$ cat config.mk
export PLATFORM = sky130hd
export DESIGN_NAME = encoder_position_attributes
export DESIGN_NICKNAME = d
export VERILOG_FILES = /design/src/encoder_position_pkg.sv /design/src/encoder_position_attributes.sv
export VERILOG_INCLUDE_DIRS = /design/src
export SDC_FILE = /design/constraint.sdc
export NUM_CORES = 2
export LEC_CHECK = 0
export BUFFER_PORTS_ARGS = -buffer_cell sky130_fd_sc_hd__buf_2
export CAP_MARGIN = 5
export CORE_MARGIN = 4
export CORE_UTILIZATION = 60
export CTS_BUF_LIST = sky130_fd_sc_hd__clkbuf_16
export CTS_CLUSTER_SIZE = 16
export DETAILED_ROUTE_END_ITERATION = 16
export PLACE_DENSITY = 0.77
export RECOVER_POWER = 100
export SLEW_MARGIN = 20
export SYNTH_ARGS = -nofsm -noshare
export SYNTH_HDL_FRONTEND = slang
export SYNTH_SLANG_ARGS = --single-unit
$ cat constraint.sdc
create_clock -name clk_in -period 10.6 [get_ports clk_in]
set_input_delay 2.12 -clock clk_in [delete_from_list [all_inputs] [get_ports clk_in]]
set_output_delay 2.12 -clock clk_in [all_outputs]
set_load 0.005 [all_outputs]
$ cat src/encoder_position_defines.svh
/*
  attribute numbers, reset values and transfer lengths of the
  encoder position object; assumes byte-wide attribute transfers
*/
`ifndef ENCODER_POSITION_DEFINES_SVH
`define ENCODER_POSITION_DEFINES_SVH

// ----------------------------------------
// class attribute numbers
// ----------------------------------------
`define ATTR_REVISION  8'h01
`define ATTR_MAX_INST  8'h02

// ----------------------------------------
// instance attribute numbers
// ----------------------------------------
`define ATTR_NUM_ATTRS 8'h64
`define ATTR_DIRECTION 8'h66
`define ATTR_SCALING   8'h67
`define ATTR_UNITS     8'h68
`define ATTR_RANGE     8'h69
`define ATTR_PRESET    8'h6a
`define ATTR_POSITION  8'h6b
`define ATTR_STEPS     8'h6c
`define ATTR_REVS      8'h6d
`define ATTR_ALARM     8'h6e
`define ATTR_VARIANT   8'h6f
`define ATTR_VERSION   8'h70
`define ATTR_OFFSET    8'h71

// ----------------------------------------
// values and lengths
// ----------------------------------------
`define CLASS_REVISION_VAL 16'h0001
`define DIRECTION_RST      1'b0
`define SCALING_RST        1'b0
`define OFFSET_RST         32'h00000000
`define PRESET_NONE        32'hffffffff
`define LEN_NONE           3'h0
`define LEN_BYTE           3'h1
`define LEN_HALF           3'h2
`define LEN_WORD           3'h4

`endif

$ cat src/encoder_position_pkg.sv
/*
  types of the encoder position object;
  assumes nothing of its surroundings
*/
package encoder_position_pkg;

  // ----------------------------------------
  // transfer sequencer states
  // ----------------------------------------
  typedef enum logic [1:0] {
    ST_IDLE,
    ST_READ,
    ST_WRITE
  } xfer_state_e;

  typedef logic [7:0] attr_id_t;

endpackage

$ cat src/encoder_position_attributes.sv
/*
  attribute set of the encoder position object: get of class
  and instance attributes, set of instance ones, over a byte-serial port, count
  direction, scaling, preset offset and position output.
  assumes a synchronous physical position count and one master
  that keeps the preset order and standstill conditions.
*/
// Overview of operation
// - class revision reads fixed 16-bit value
// - class attribute 2 reports highest instance
// - attribute 100 returns implemented attribute count
// - direction bit: 0 clockwise, 1 counter-clockwise
// - direction resets to clockwise
// - scaling bit 1 converts position by scaling
// - scaling resets to disabled
// - units per turn limited, defaults physical
// - scaled position is position times units/steps
// - total range is writable 32-bit step count
// - preset write makes position equal preset
// - signed offset readable, shifts every position
// - attribute 108 reports physical steps per turn
// - attribute 109 reports revolution count
// - alarm attribute reads alarm state
// - attribute 111 reports variant code
// - version word: profile low, software high
// - offset is preset minus current position
// - all-ones preset clears offset
// - direction change, switching scaling on, or new units or range discards preset
`timescale 1ns/1ps
`include "encoder_position_defines.svh"

module encoder_position_attributes
  import encoder_position_pkg::*;
#(
  parameter int unsigned STEPS_PER_TURN = 8192,
  parameter int unsigned TURN_COUNT     = 4096,
  parameter logic [7:0]  ATTR_TOTAL     = 8'h0d,
  parameter logic [15:0] HIGHEST_INST   = 16'h0001,
  parameter logic [15:0] VARIANT_CODE   = 16'h005a, // arbitrary value
  parameter logic [15:0] PROFILE_VER    = 16'h0100,
  parameter logic [15:0] SOFTWARE_VER   = 16'h0100
) (
  input  wire logic        clk_in,
  input  wire logic        rstn_in,
  input  wire logic [31:0] phys_pos_in,
  input  wire logic        alarm_in,
  input  wire logic        cmd_valid_in,
  input  wire logic        cmd_class_in,
  input  wire logic        cmd_write_in,
  input  wire attr_id_t    attr_id_in,
  input  wire logic        wr_valid_in,
  input  wire logic [7:0]  wr_byte_in,
  output logic             cmd_ready_out,
  output logic             rd_valid_out,
  output logic [7:0]       rd_byte_out,
  output logic             rd_last_out,
  output logic             done_out,
  output logic             error_out,
  output logic [31:0]      position_out
);

  // ----------------------------------------
  // derived constants and checks
  // ----------------------------------------
  localparam longint unsigned SPAN64 =
    longint'(STEPS_PER_TURN) * longint'(TURN_COUNT);
  localparam logic [31:0] STEPS32 = STEPS_PER_TURN[31:0];
  localparam logic [31:0] SPAN32  = SPAN64[31:0];
  localparam logic [63:0] STEPS64 = {32'h0, STEPS32};
  localparam logic [15:0] TURNS16 = TURN_COUNT[15:0];

  // refuse geometries whose span does not fit the 32-bit position
  if (STEPS_PER_TURN < 1 || TURN_COUNT < 1 || TURN_COUNT > 65535 ||
      SPAN64 > 64'h00000000ffffffff) begin : g_bad_geometry
    $error("encoder geometry not supported");
  end

  // ----------------------------------------
  // state
  // ----------------------------------------
  xfer_state_e state;
  attr_id_t    cur_id;
  logic [2:0]  xfer_len;
  logic [2:0]  xfer_cnt;
  logic [31:0] wr_word;
  logic [31:0] rd_word;
  logic        count_direction;
  logic        scaling_enable;
  logic [31:0] units_per_turn;
  logic [31:0] total_range;
  logic [31:0] preset_value;
  logic [31:0] position_offset;
  logic [31:0] base_pos;
  logic [31:0] position_value;

  // ----------------------------------------
  // attribute decode
  // ----------------------------------------
  // byte length of an attribute, zero when not implemented
  function automatic logic [2:0] attr_len(input logic cls,
                                          input attr_id_t id);
    attr_len = `LEN_NONE;
    if (cls) begin
      if (id == `ATTR_REVISION || id == `ATTR_MAX_INST) begin
        attr_len = `LEN_HALF;
      end
    end else begin
      case (id)
        `ATTR_NUM_ATTRS, `ATTR_DIRECTION, `ATTR_SCALING,
        `ATTR_ALARM:                       attr_len = `LEN_BYTE;
        `ATTR_REVS, `ATTR_VARIANT:         attr_len = `LEN_HALF;
        `ATTR_UNITS, `ATTR_RANGE, `ATTR_PRESET, `ATTR_POSITION,
        `ATTR_STEPS, `ATTR_VERSION,
        `ATTR_OFFSET:                      attr_len = `LEN_WORD;
        default:                           attr_len = `LEN_NONE;
      endcase
    end
  endfunction

  // only the five parameter attributes take a set request
  function automatic logic attr_writable(input logic cls,
                                         input attr_id_t id);
    attr_writable = !cls &&
      (id == `ATTR_DIRECTION || id == `ATTR_SCALING ||
       id == `ATTR_UNITS || id == `ATTR_RANGE || id == `ATTR_PRESET);
  endfunction

  // value returned by a get request
  logic [31:0] get_word;
  always_comb begin
    get_word = 32'h0;
    if (cmd_class_in) begin
      if (attr_id_in == `ATTR_REVISION) begin
        get_word = {16'h0, `CLASS_REVISION_VAL};
      end else if (attr_id_in == `ATTR_MAX_INST) begin
        get_word = {16'h0, HIGHEST_INST};
      end
    end else begin
      case (attr_id_in)
        `ATTR_NUM_ATTRS: get_word = {24'h0, ATTR_TOTAL};
        `ATTR_DIRECTION: get_word = {31'h0, count_direction};
        `ATTR_SCALING:   get_word = {31'h0, scaling_enable};
        `ATTR_UNITS:     get_word = units_per_turn;
        `ATTR_RANGE:     get_word = total_range;
        `ATTR_PRESET:    get_word = preset_value;
        `ATTR_POSITION:  get_word = position_value;
        `ATTR_STEPS:     get_word = STEPS32;
        `ATTR_REVS:      get_word = {16'h0, TURNS16};
        `ATTR_ALARM:     get_word = {31'h0, alarm_in};
        `ATTR_VARIANT:   get_word = {16'h0, VARIANT_CODE};
        `ATTR_VERSION:   get_word = {SOFTWARE_VER, PROFILE_VER};
        `ATTR_OFFSET:    get_word = position_offset;
        default:         get_word = 32'h0;
      endcase
    end
  end

  // ----------------------------------------
  // request acceptance and write assembly
  // ----------------------------------------
  logic [2:0]  req_len;
  logic        req_ok;
  logic        rd_acc;
  logic        wr_acc;
  logic        commit;
  logic [31:0] next_word;
  logic        range_err;

  assign cmd_ready_out = (state == ST_IDLE);
  assign req_len = attr_len(cmd_class_in, attr_id_in);
  assign req_ok = cmd_valid_in && cmd_ready_out && req_len != `LEN_NONE;
  assign rd_acc = req_ok && !cmd_write_in;
  assign wr_acc = req_ok && cmd_write_in &&
                  attr_writable(cmd_class_in, attr_id_in);

  // incoming byte lands at its lane, lsb first
  assign next_word = wr_word |
    ({24'h0, wr_byte_in} << {xfer_cnt[1:0], 3'b000});
  assign commit = (state == ST_WRITE) && wr_valid_in &&
                  (xfer_cnt == xfer_len - 3'h1);

  // out-of-range values are refused and change nothing
  always_comb begin
    range_err = 1'b0;
    unique case (cur_id)
      `ATTR_UNITS:  range_err = next_word > STEPS32;
      `ATTR_RANGE:  range_err = next_word > SPAN32;
      `ATTR_PRESET: range_err = next_word != `PRESET_NONE &&
                                next_word > total_range;
      default:      range_err = 1'b0;
    endcase
  end

  logic set_ok;
  assign set_ok = commit && !range_err;

  // ----------------------------------------
  // transfer sequencer
  // ----------------------------------------
  always_ff @(posedge clk_in or negedge rstn_in) begin
    if (!rstn_in) begin
      state    <= ST_IDLE;
      cur_id   <= 8'h00;
      xfer_len <= `LEN_NONE;
      xfer_cnt <= 3'h0;
      wr_word  <= 32'h0;
      rd_word  <= 32'h0;
    end else begin
      unique case (state)
        ST_IDLE: begin
          xfer_cnt <= 3'h0;
          wr_word  <= 32'h0;
          cur_id   <= attr_id_in;
          xfer_len <= req_len;
          rd_word  <= get_word;
          if (rd_acc) begin
            state <= ST_READ;
          end else if (wr_acc) begin
            state <= ST_WRITE;
          end
        end
        ST_READ: begin
          // shift the next byte down, lsb first
          rd_word  <= {8'h00, rd_word[31:8]};
          xfer_cnt <= xfer_cnt + 3'h1;
          if (xfer_cnt == xfer_len - 3'h1) begin
            state <= ST_IDLE;
          end
        end
        ST_WRITE: begin
          if (wr_valid_in) begin
            wr_word  <= next_word;
            xfer_cnt <= xfer_cnt + 3'h1;
            if (commit) begin
              state <= ST_IDLE;
            end
          end
        end
      endcase
    end
  end

  assign rd_valid_out = (state == ST_READ);
  assign rd_byte_out  = rd_word[7:0];
  assign rd_last_out  = rd_valid_out && (xfer_cnt == xfer_len - 3'h1);

  // completion and error pulses
  always_ff @(posedge clk_in or negedge rstn_in) begin
    if (!rstn_in) begin
      done_out  <= 1'b0;
      error_out <= 1'b0;
    end else begin
      done_out  <= rd_last_out || commit ||
                   (cmd_valid_in && cmd_ready_out && !rd_acc && !wr_acc);
      error_out <= (commit && range_err) ||
                   (cmd_valid_in && cmd_ready_out && !rd_acc && !wr_acc);
    end
  end

  // ----------------------------------------
  // parameter attributes
  // ----------------------------------------
  logic clear_preset;

  // a direction change, switching scaling on, or a new units or range value makes the preset stale
  always_comb begin
    clear_preset = 1'b0;
    if (set_ok) begin
      unique case (cur_id)
        `ATTR_DIRECTION: clear_preset = next_word[0] != count_direction;
        `ATTR_SCALING:   clear_preset = next_word[0] && !scaling_enable;
        `ATTR_UNITS:     clear_preset = next_word != units_per_turn;
        `ATTR_RANGE:     clear_preset = next_word != total_range;
        `ATTR_PRESET:    clear_preset = next_word == `PRESET_NONE;
        default:         clear_preset = 1'b0;
      endcase
    end
  end

  // direction and scaling control bits
  always_ff @(posedge clk_in or negedge rstn_in) begin
    if (!rstn_in) begin
      count_direction <= `DIRECTION_RST;
      scaling_enable  <= `SCALING_RST;
    end else if (set_ok) begin
      if (cur_id == `ATTR_DIRECTION) begin
        count_direction <= next_word[0];
      end
      if (cur_id == `ATTR_SCALING) begin
        scaling_enable <= next_word[0];
      end
    end
  end

  // scaling parameters
  always_ff @(posedge clk_in or negedge rstn_in) begin
    if (!rstn_in) begin
      units_per_turn <= STEPS32;
      total_range    <= SPAN32;
    end else if (set_ok) begin
      if (cur_id == `ATTR_UNITS) begin
        units_per_turn <= next_word;
      end
      if (cur_id == `ATTR_RANGE) begin
        total_range <= next_word;
      end
    end
  end

  // ----------------------------------------
  // position path
  // ----------------------------------------
  logic [31:0] dir_pos;
  logic [63:0] scale_prod;
  logic [63:0] scale_quot;

  // counter-clockwise mirrors the count over the full span
  assign dir_pos = count_direction ?
                   (SPAN32 - 32'h1 - phys_pos_in) : phys_pos_in;
  // scale_quot is the position times units per turn over physical steps
  assign scale_prod = {32'h0, dir_pos} * {32'h0, units_per_turn};
  assign scale_quot = scale_prod / STEPS64;

  // directed, optionally scaled position before the offset
  always_ff @(posedge clk_in or negedge rstn_in) begin
    if (!rstn_in) begin
      base_pos <= 32'h0;
    end else begin
      base_pos <= scaling_enable ? scale_quot[31:0] : dir_pos;
    end
  end

  // preset and signed offset; standstill is the master's duty
  always_ff @(posedge clk_in or negedge rstn_in) begin
    if (!rstn_in) begin
      preset_value    <= `PRESET_NONE;
      position_offset <= `OFFSET_RST;
    end else if (clear_preset) begin
      preset_value    <= `PRESET_NONE;
      position_offset <= `OFFSET_RST;
    end else if (set_ok && cur_id == `ATTR_PRESET) begin
      preset_value    <= next_word;
      position_offset <= next_word - base_pos;
    end
  end

  // output position carries the offset
  always_ff @(posedge clk_in or negedge rstn_in) begin
    if (!rstn_in) begin
      position_value <= 32'h0;
    end else begin
      position_value <= base_pos + position_offset;
    end
  end

  assign position_out = position_value;

  // ----------------------------------------
  // assertions
  // ----------------------------------------
  logic pre_set;
  assign pre_set = set_ok && cur_id == `ATTR_PRESET &&
                   next_word != `PRESET_NONE;

  property p_preset_pos;
    @(posedge clk_in) disable iff (!rstn_in)
    pre_set ##1 $stable(base_pos)
      |=> position_value == $past(next_word, 2);
  endproperty
  a_preset_pos: assert property (p_preset_pos)
    else $error("position not equal to preset");

  property p_preset_cancel;
    @(posedge clk_in) disable iff (!rstn_in)
    set_ok && cur_id == `ATTR_PRESET && next_word == `PRESET_NONE
      |=> position_offset == 32'h0 ##1 position_value == $past(base_pos);
  endproperty
  a_preset_cancel: assert property (p_preset_cancel)
    else $error("all-ones preset did not clear offset");

  property p_dir_discard;
    @(posedge clk_in) disable iff (!rstn_in)
    set_ok && cur_id == `ATTR_DIRECTION &&
    next_word[0] != count_direction
      |=> position_offset == 32'h0 && preset_value == `PRESET_NONE;
  endproperty
  a_dir_discard: assert property (p_dir_discard)
    else $error("direction change kept preset");

  property p_offset_add;
    @(posedge clk_in) disable iff (!rstn_in)
    ##1 position_value == $past(base_pos) + $past(position_offset);
  endproperty
  a_offset_add: assert property (p_offset_add)
    else $error("offset not applied to position");

  property p_cw_plain;
    @(posedge clk_in) disable iff (!rstn_in)
    !count_direction && !scaling_enable |=> base_pos == $past(phys_pos_in);
  endproperty
  a_cw_plain: assert property (p_cw_plain)
    else $error("unscaled clockwise position wrong");

  property p_word_read;
    @(posedge clk_in) disable iff (!rstn_in)
    rd_acc && req_len == `LEN_WORD
      |=> rd_valid_out [*4] ##1 !rd_valid_out && done_out;
  endproperty
  a_word_read: assert property (p_word_read)
    else $error("word read not four bytes");

  property p_pos_lsb;
    @(posedge clk_in) disable iff (!rstn_in)
    rd_acc && attr_id_in == `ATTR_POSITION
      |=> rd_byte_out == $past(position_value[7:0])
      ##1 rd_byte_out == $past(rd_word[15:8]);
  endproperty
  a_pos_lsb: assert property (p_pos_lsb)
    else $error("position bytes out of order");

  property p_class_rev;
    @(posedge clk_in) disable iff (!rstn_in)
    rd_acc && cmd_class_in && attr_id_in == `ATTR_REVISION
      |=> rd_byte_out == 8'h01 ##1 rd_byte_out == 8'h00 && rd_last_out;
  endproperty
  a_class_rev: assert property (p_class_rev)
    else $error("class revision wrong");

  property p_alarm_read;
    @(posedge clk_in) disable iff (!rstn_in)
    rd_acc && !cmd_class_in && attr_id_in == `ATTR_ALARM
      |=> rd_byte_out == {7'h0, $past(alarm_in)} && rd_last_out;
  endproperty
  a_alarm_read: assert property (p_alarm_read)
    else $error("alarm attribute wrong");

  property p_units_limit;
    @(posedge clk_in) disable iff (!rstn_in)
    commit && cur_id == `ATTR_UNITS && next_word > STEPS32
      |=> error_out && $stable(units_per_turn);
  endproperty
  a_units_limit: assert property (p_units_limit)
    else $error("oversized units per turn accepted");

  property p_ro_refused;
    @(posedge clk_in) disable iff (!rstn_in)
    cmd_valid_in && cmd_ready_out && cmd_write_in &&
    !cmd_class_in && attr_id_in == `ATTR_STEPS
      |=> error_out && done_out && cmd_ready_out;
  endproperty
  a_ro_refused: assert property (p_ro_refused)
    else $error("write to read-only attribute taken");

  c_preset: cover property (@(posedge clk_in) disable iff (!rstn_in)
    pre_set);
  c_scaled: cover property (@(posedge clk_in) disable iff (!rstn_in)
    scaling_enable && count_direction);
  c_word_read: cover property (@(posedge clk_in) disable iff (!rstn_in)
    rd_acc && req_len == `LEN_WORD);
  c_range_err: cover property (@(posedge clk_in) disable iff (!rstn_in)
    commit && range_err);

endmodule // encoder_position_attributes

==> impl_metrics.tcl <==
set metrics [dict create \
    outcome "finished, violations left" \
    failed_checks "max-capacitance violations, max-slew violations" \
    ys_ff_latch 276 \
    post-cts-setup-buffer-count 0 \
    required_ns 11.02 \
    drv_slew 511 \
    max_stage_delay_ns 1.05 \
    path_clk_slew_ns 0.07 \
    ys_types 85 \
    die_area_mm2 0.0749 \
    drc_errors 0 \
    vias 32300 \
    viasPerCell 5.84 \
    holdWs_ns 0.480 \
    min_period_ns 9.77 \
    max_slew.worst_pin.slew_ns 5.66 \
    die_w_um 274 \
    antenna_found_initial 1 \
    initial_core_util 0.605 \
    use_met1 0.442 \
    cts_resized 0 \
    syn_nets 5676 \
    syn_inst 4631 \
    num-fill-cells 5839 \
    synthesis.area_mm2 0.0423 \
    leakagePower_nw 22.7 \
    fmax_ghz 0.102 \
    place.gp.congestion 0.942 \
    tritoncts "built" \
    grt_max_degree 174 \
    power_frac_seq 0.351 \
    worst-path-buf-inv 6 \
    syn_to_final_growth_pct 5.51 \
    worst_path_most_repeated_cell "fa_1" \
    final.setup.tns_ns 0 \
    ant_nets 0 \
    pwr-share-clk 0.320 \
    cp.arrival_ns 10.18 \
    rsz0062_at_grt "false" \
    grt_usage 0.324 \
    crit_type "input port to flip-flop" \
    setup_viol 0 \
    rows 97 \
    ys_seq_area_frac 0.164 \
    ctsHoldBuffers 0 \
    cp_max_fo 17 \
    grt.busiest_layer "met2" \
    clock_latency_ns 0.59 \
    dpl.hpwl_um 92000 \
    first_iter_violations 2783 \
    drive_gt1_frac 0.0668 \
    fin_area_mm2 0.0447 \
    power_frac_comb 0.329 \
    hold_path_class "flip-flop to flip-flop" \
    wl_per_cell_um 21.2 \
    final_nets 5616 \
    synth_warnings 0 \
    critPathSlowestCell "xor2_1" \
    grt_pass1_vias 34600 \
    avgSynthCellArea_um2 9.14 \
    die_height_um 274 \
    met2_usage 0.523 \
    fin_crit_sh 0.921 \
    drt_wl_total_um 118000 \
    use_met3 0.0536 \
    cts_buffers 29 \
    synth_edf_count 0 \
    core_area_mm2 0.0700 \
    cts_buffer_depth 3 \
    switching_share 0.372 \
    slew-limit-headroom -2.77 \
    io_pins 100 \
    crit_family "adder cells" \
    io_buffer_count 99 \
    place_area_mm2 0.0438 \
    internal-power_w 0.00210 \
    endpoint_kind "flip-flop" \
    cp-start-kind "input port" \
    synth_ff_type "dfrtp_1" \
    grt-ovfl-total 0 \
    finClkSkew_ns 0.0324 \
    drtPass1Iterations 8 \
    cap_violations 10 \
    h-tree-depth 1 \
    cts_root_buf "clkbuf_16" \
    grt_pass1_wl_um 190000 \
    cts_sinks 276 \
    power.density_mw_per_mm2 74.8 \
    p_total_w 0.00334 \
    hold_viol_final 0 \
    finalCoreUtilization 0.638 \
    ir_worst_vdd_mv 0.119 \
    synthArstFlopShare 1.00 \
    p_sw_w 0.00124 \
]
[path summary, 6_finish.rpt]
| check | from | end | slack (ns) | cells after the start |
|---|---|---|---|---|
| min in group asynchronous | rstn_in | cur_id[5] | 3.59 | 1 |
| setup / recovery | phys_pos_in[5] | base_pos[31] | 0.83 | 27 |
| hold reg to reg | rd_word[19] | rd_word[11] | 0.48 | 2 |
| hold / removal | rd_word[19] | rd_word[11] | 0.48 | 2 |
| max in group asynchronous | rstn_in | base_pos[20] | 3.80 | 1 |
| setup reg to reg | count_direction | base_pos[31] | 1.38 | 26 |
[logic make-up (layout without fill, tap and decap cells)]
| kind of cell | count (synthesis) | in the layout | share of synthesized area |
|---|---|---|---|
| AO/OA/AOI/OAI | 648 | 648 | 0.0989 |
| XOR/XNOR | 188 | 188 | 0.0389 |
| adder cells (fa/ha/maj) | 990 | 990 | 0.422 |
| buffers and inverters | 1114 | 1077 | 0.101 |
| flip-flops | 276 | 276 | 0.164 |
| multiplexers | 37 | 37 | 0.0118 |
| other | 0 | 1 | 0 |
| AND/OR/NAND/NOR | 1378 | 1378 | 0.164 |
[power by group through the flow]
stage | registers [W] | logic (W) | clock network, W
2_1_floorplan | 0.00116 | 0.000746 | 0
3_3_place_gp | 0.00119 | 0.00106 | 0
3_5_place_dp | 0.00119 | 0.00107 | 0
4_1_cts | 0.00117 | 0.00108 | 0.00108
5_1_grt | 0.00118 | 0.00120 | 0.00112
6_report | 0.00117 | 0.00110 | 0.00107
[worst min-delay path: cells and delay by family (launching register included)]
kind             cells  cell delay [ns]
flip-flops           1             0.34
AND/OR/NAND/NOR      1             0.05
AO/OA/AOI/OAI        1             0.06
[registers in the layout, summed over array words and instances, names as in the netlist]
signal / flops
units_per_turn: 32
base_pos: 32
scaling_enable: 1
xfer_cnt: 3
state: 2
rd_word: 32
total_range: 32
count_direction: 1
done_out: 1
xfer_len: 3
cur_id: 8
wr_word: 32
error_out: 1
position_offset: 32
preset_value: 32
position_out: 32
[routing by layer]
layer / share of wire / up-vias
li1: - / 14200
met1: 0.40 / 16300
met2: 0.46 / 1522
met3: 0.089 / 325
met4: 0.048 / 0
met5: 0 / -
[through the flow]
stage | cells | worst slack [ns]
floorplan | 4631 | 1.20
global placement | 5480 | 0.696
detailed placement | 5480 | 0.491
CTS | 5534 | 1.09
global route | 5534 | 0.352
finish | 5535 | 0.834
[cell usage after synthesis, types with 10 or more instances]
master | instances | area share
fa_1 | 729 | 0.34
a2bb2oi_1 | 32 | 0.0066
a22o_1 | 51 | 0.011
dfrtp_1 | 242 | 0.14
a21oi_1 | 243 | 0.029
ha_1 | 261 | 0.077
mux2_2 | 17 | 0.0045
clkbuf_1 | 247 | 0.022
nand2_1 | 475 | 0.042
o21a_1 | 14 | 0.0025
a22oi_1 | 15 | 0.0027
a31oi_1 | 13 | 0.0019
or3_1 | 11 | 0.0016
buf_1 | 15 | 0.0013
nand2b_1 | 17 | 0.0025
dfstp_2 | 34 | 0.021
nand4_1 | 24 | 0.0035
mux2_4 | 12 | 0.0043
xnor2_1 | 126 | 0.026
nor3_1 | 36 | 0.0043
inv_1 | 826 | 0.073
o21ai_0 | 123 | 0.015
o31ai_1 | 10 | 0.0018
xor2_1 | 62 | 0.013
buf_2 | 10 | 0.0012
and2_1 | 528 | 0.078
nor2b_1 | 15 | 0.0022
a21o_1 | 38 | 0.0067
and3_1 | 14 | 0.0021
a222oi_1 | 21 | 0.0050
nor2_1 | 187 | 0.017
nand3_1 | 33 | 0.0039
[cell type report]
type / instances / area, um^2 / share of cell area
inverters: 828 / 3110 / 0.0696
clock inverters: 25 / 246 / 0.00552
multi-input cells: 3241 / 31300 / 0.700
repair buffers: 195 / 1180 / 0.0264
flip-flops and latches: 276 / 6950 / 0.156
clock buffers: 29 / 726 / 0.0162
diodes: 1 / 2.50 / 0.0000560
well taps: 940 / 1180 / 0.0263
[cells in the final DEF, fill, tap and decap left out, drive strengths merged, types with 11 or more instances in the layout]
master	Yosys	final
and3	14	14
a31oi	13	13
a21oi	244	244
a21o	38	38
buf	39	164
clkbuf	247	60
fa	729	729
and2	528	528
xor2	62	62
ha	261	261
a22oi	15	15
nor3	36	36
a2bb2oi	32	32
o31ai	11	11
a22o	51	51
a222oi	21	21
nand3	33	33
dfstp	34	34
o21ai	124	124
nor2b	15	15
or3	11	11
o21a	14	14
inv	828	835
mux2	29	29
dfrtp	242	242
nand2b	17	17
xnor2	126	126
nand2	475	475
nand4	24	24
nor2	189	189
clkinv	0	13
Power figures use the tool's default switching activity.
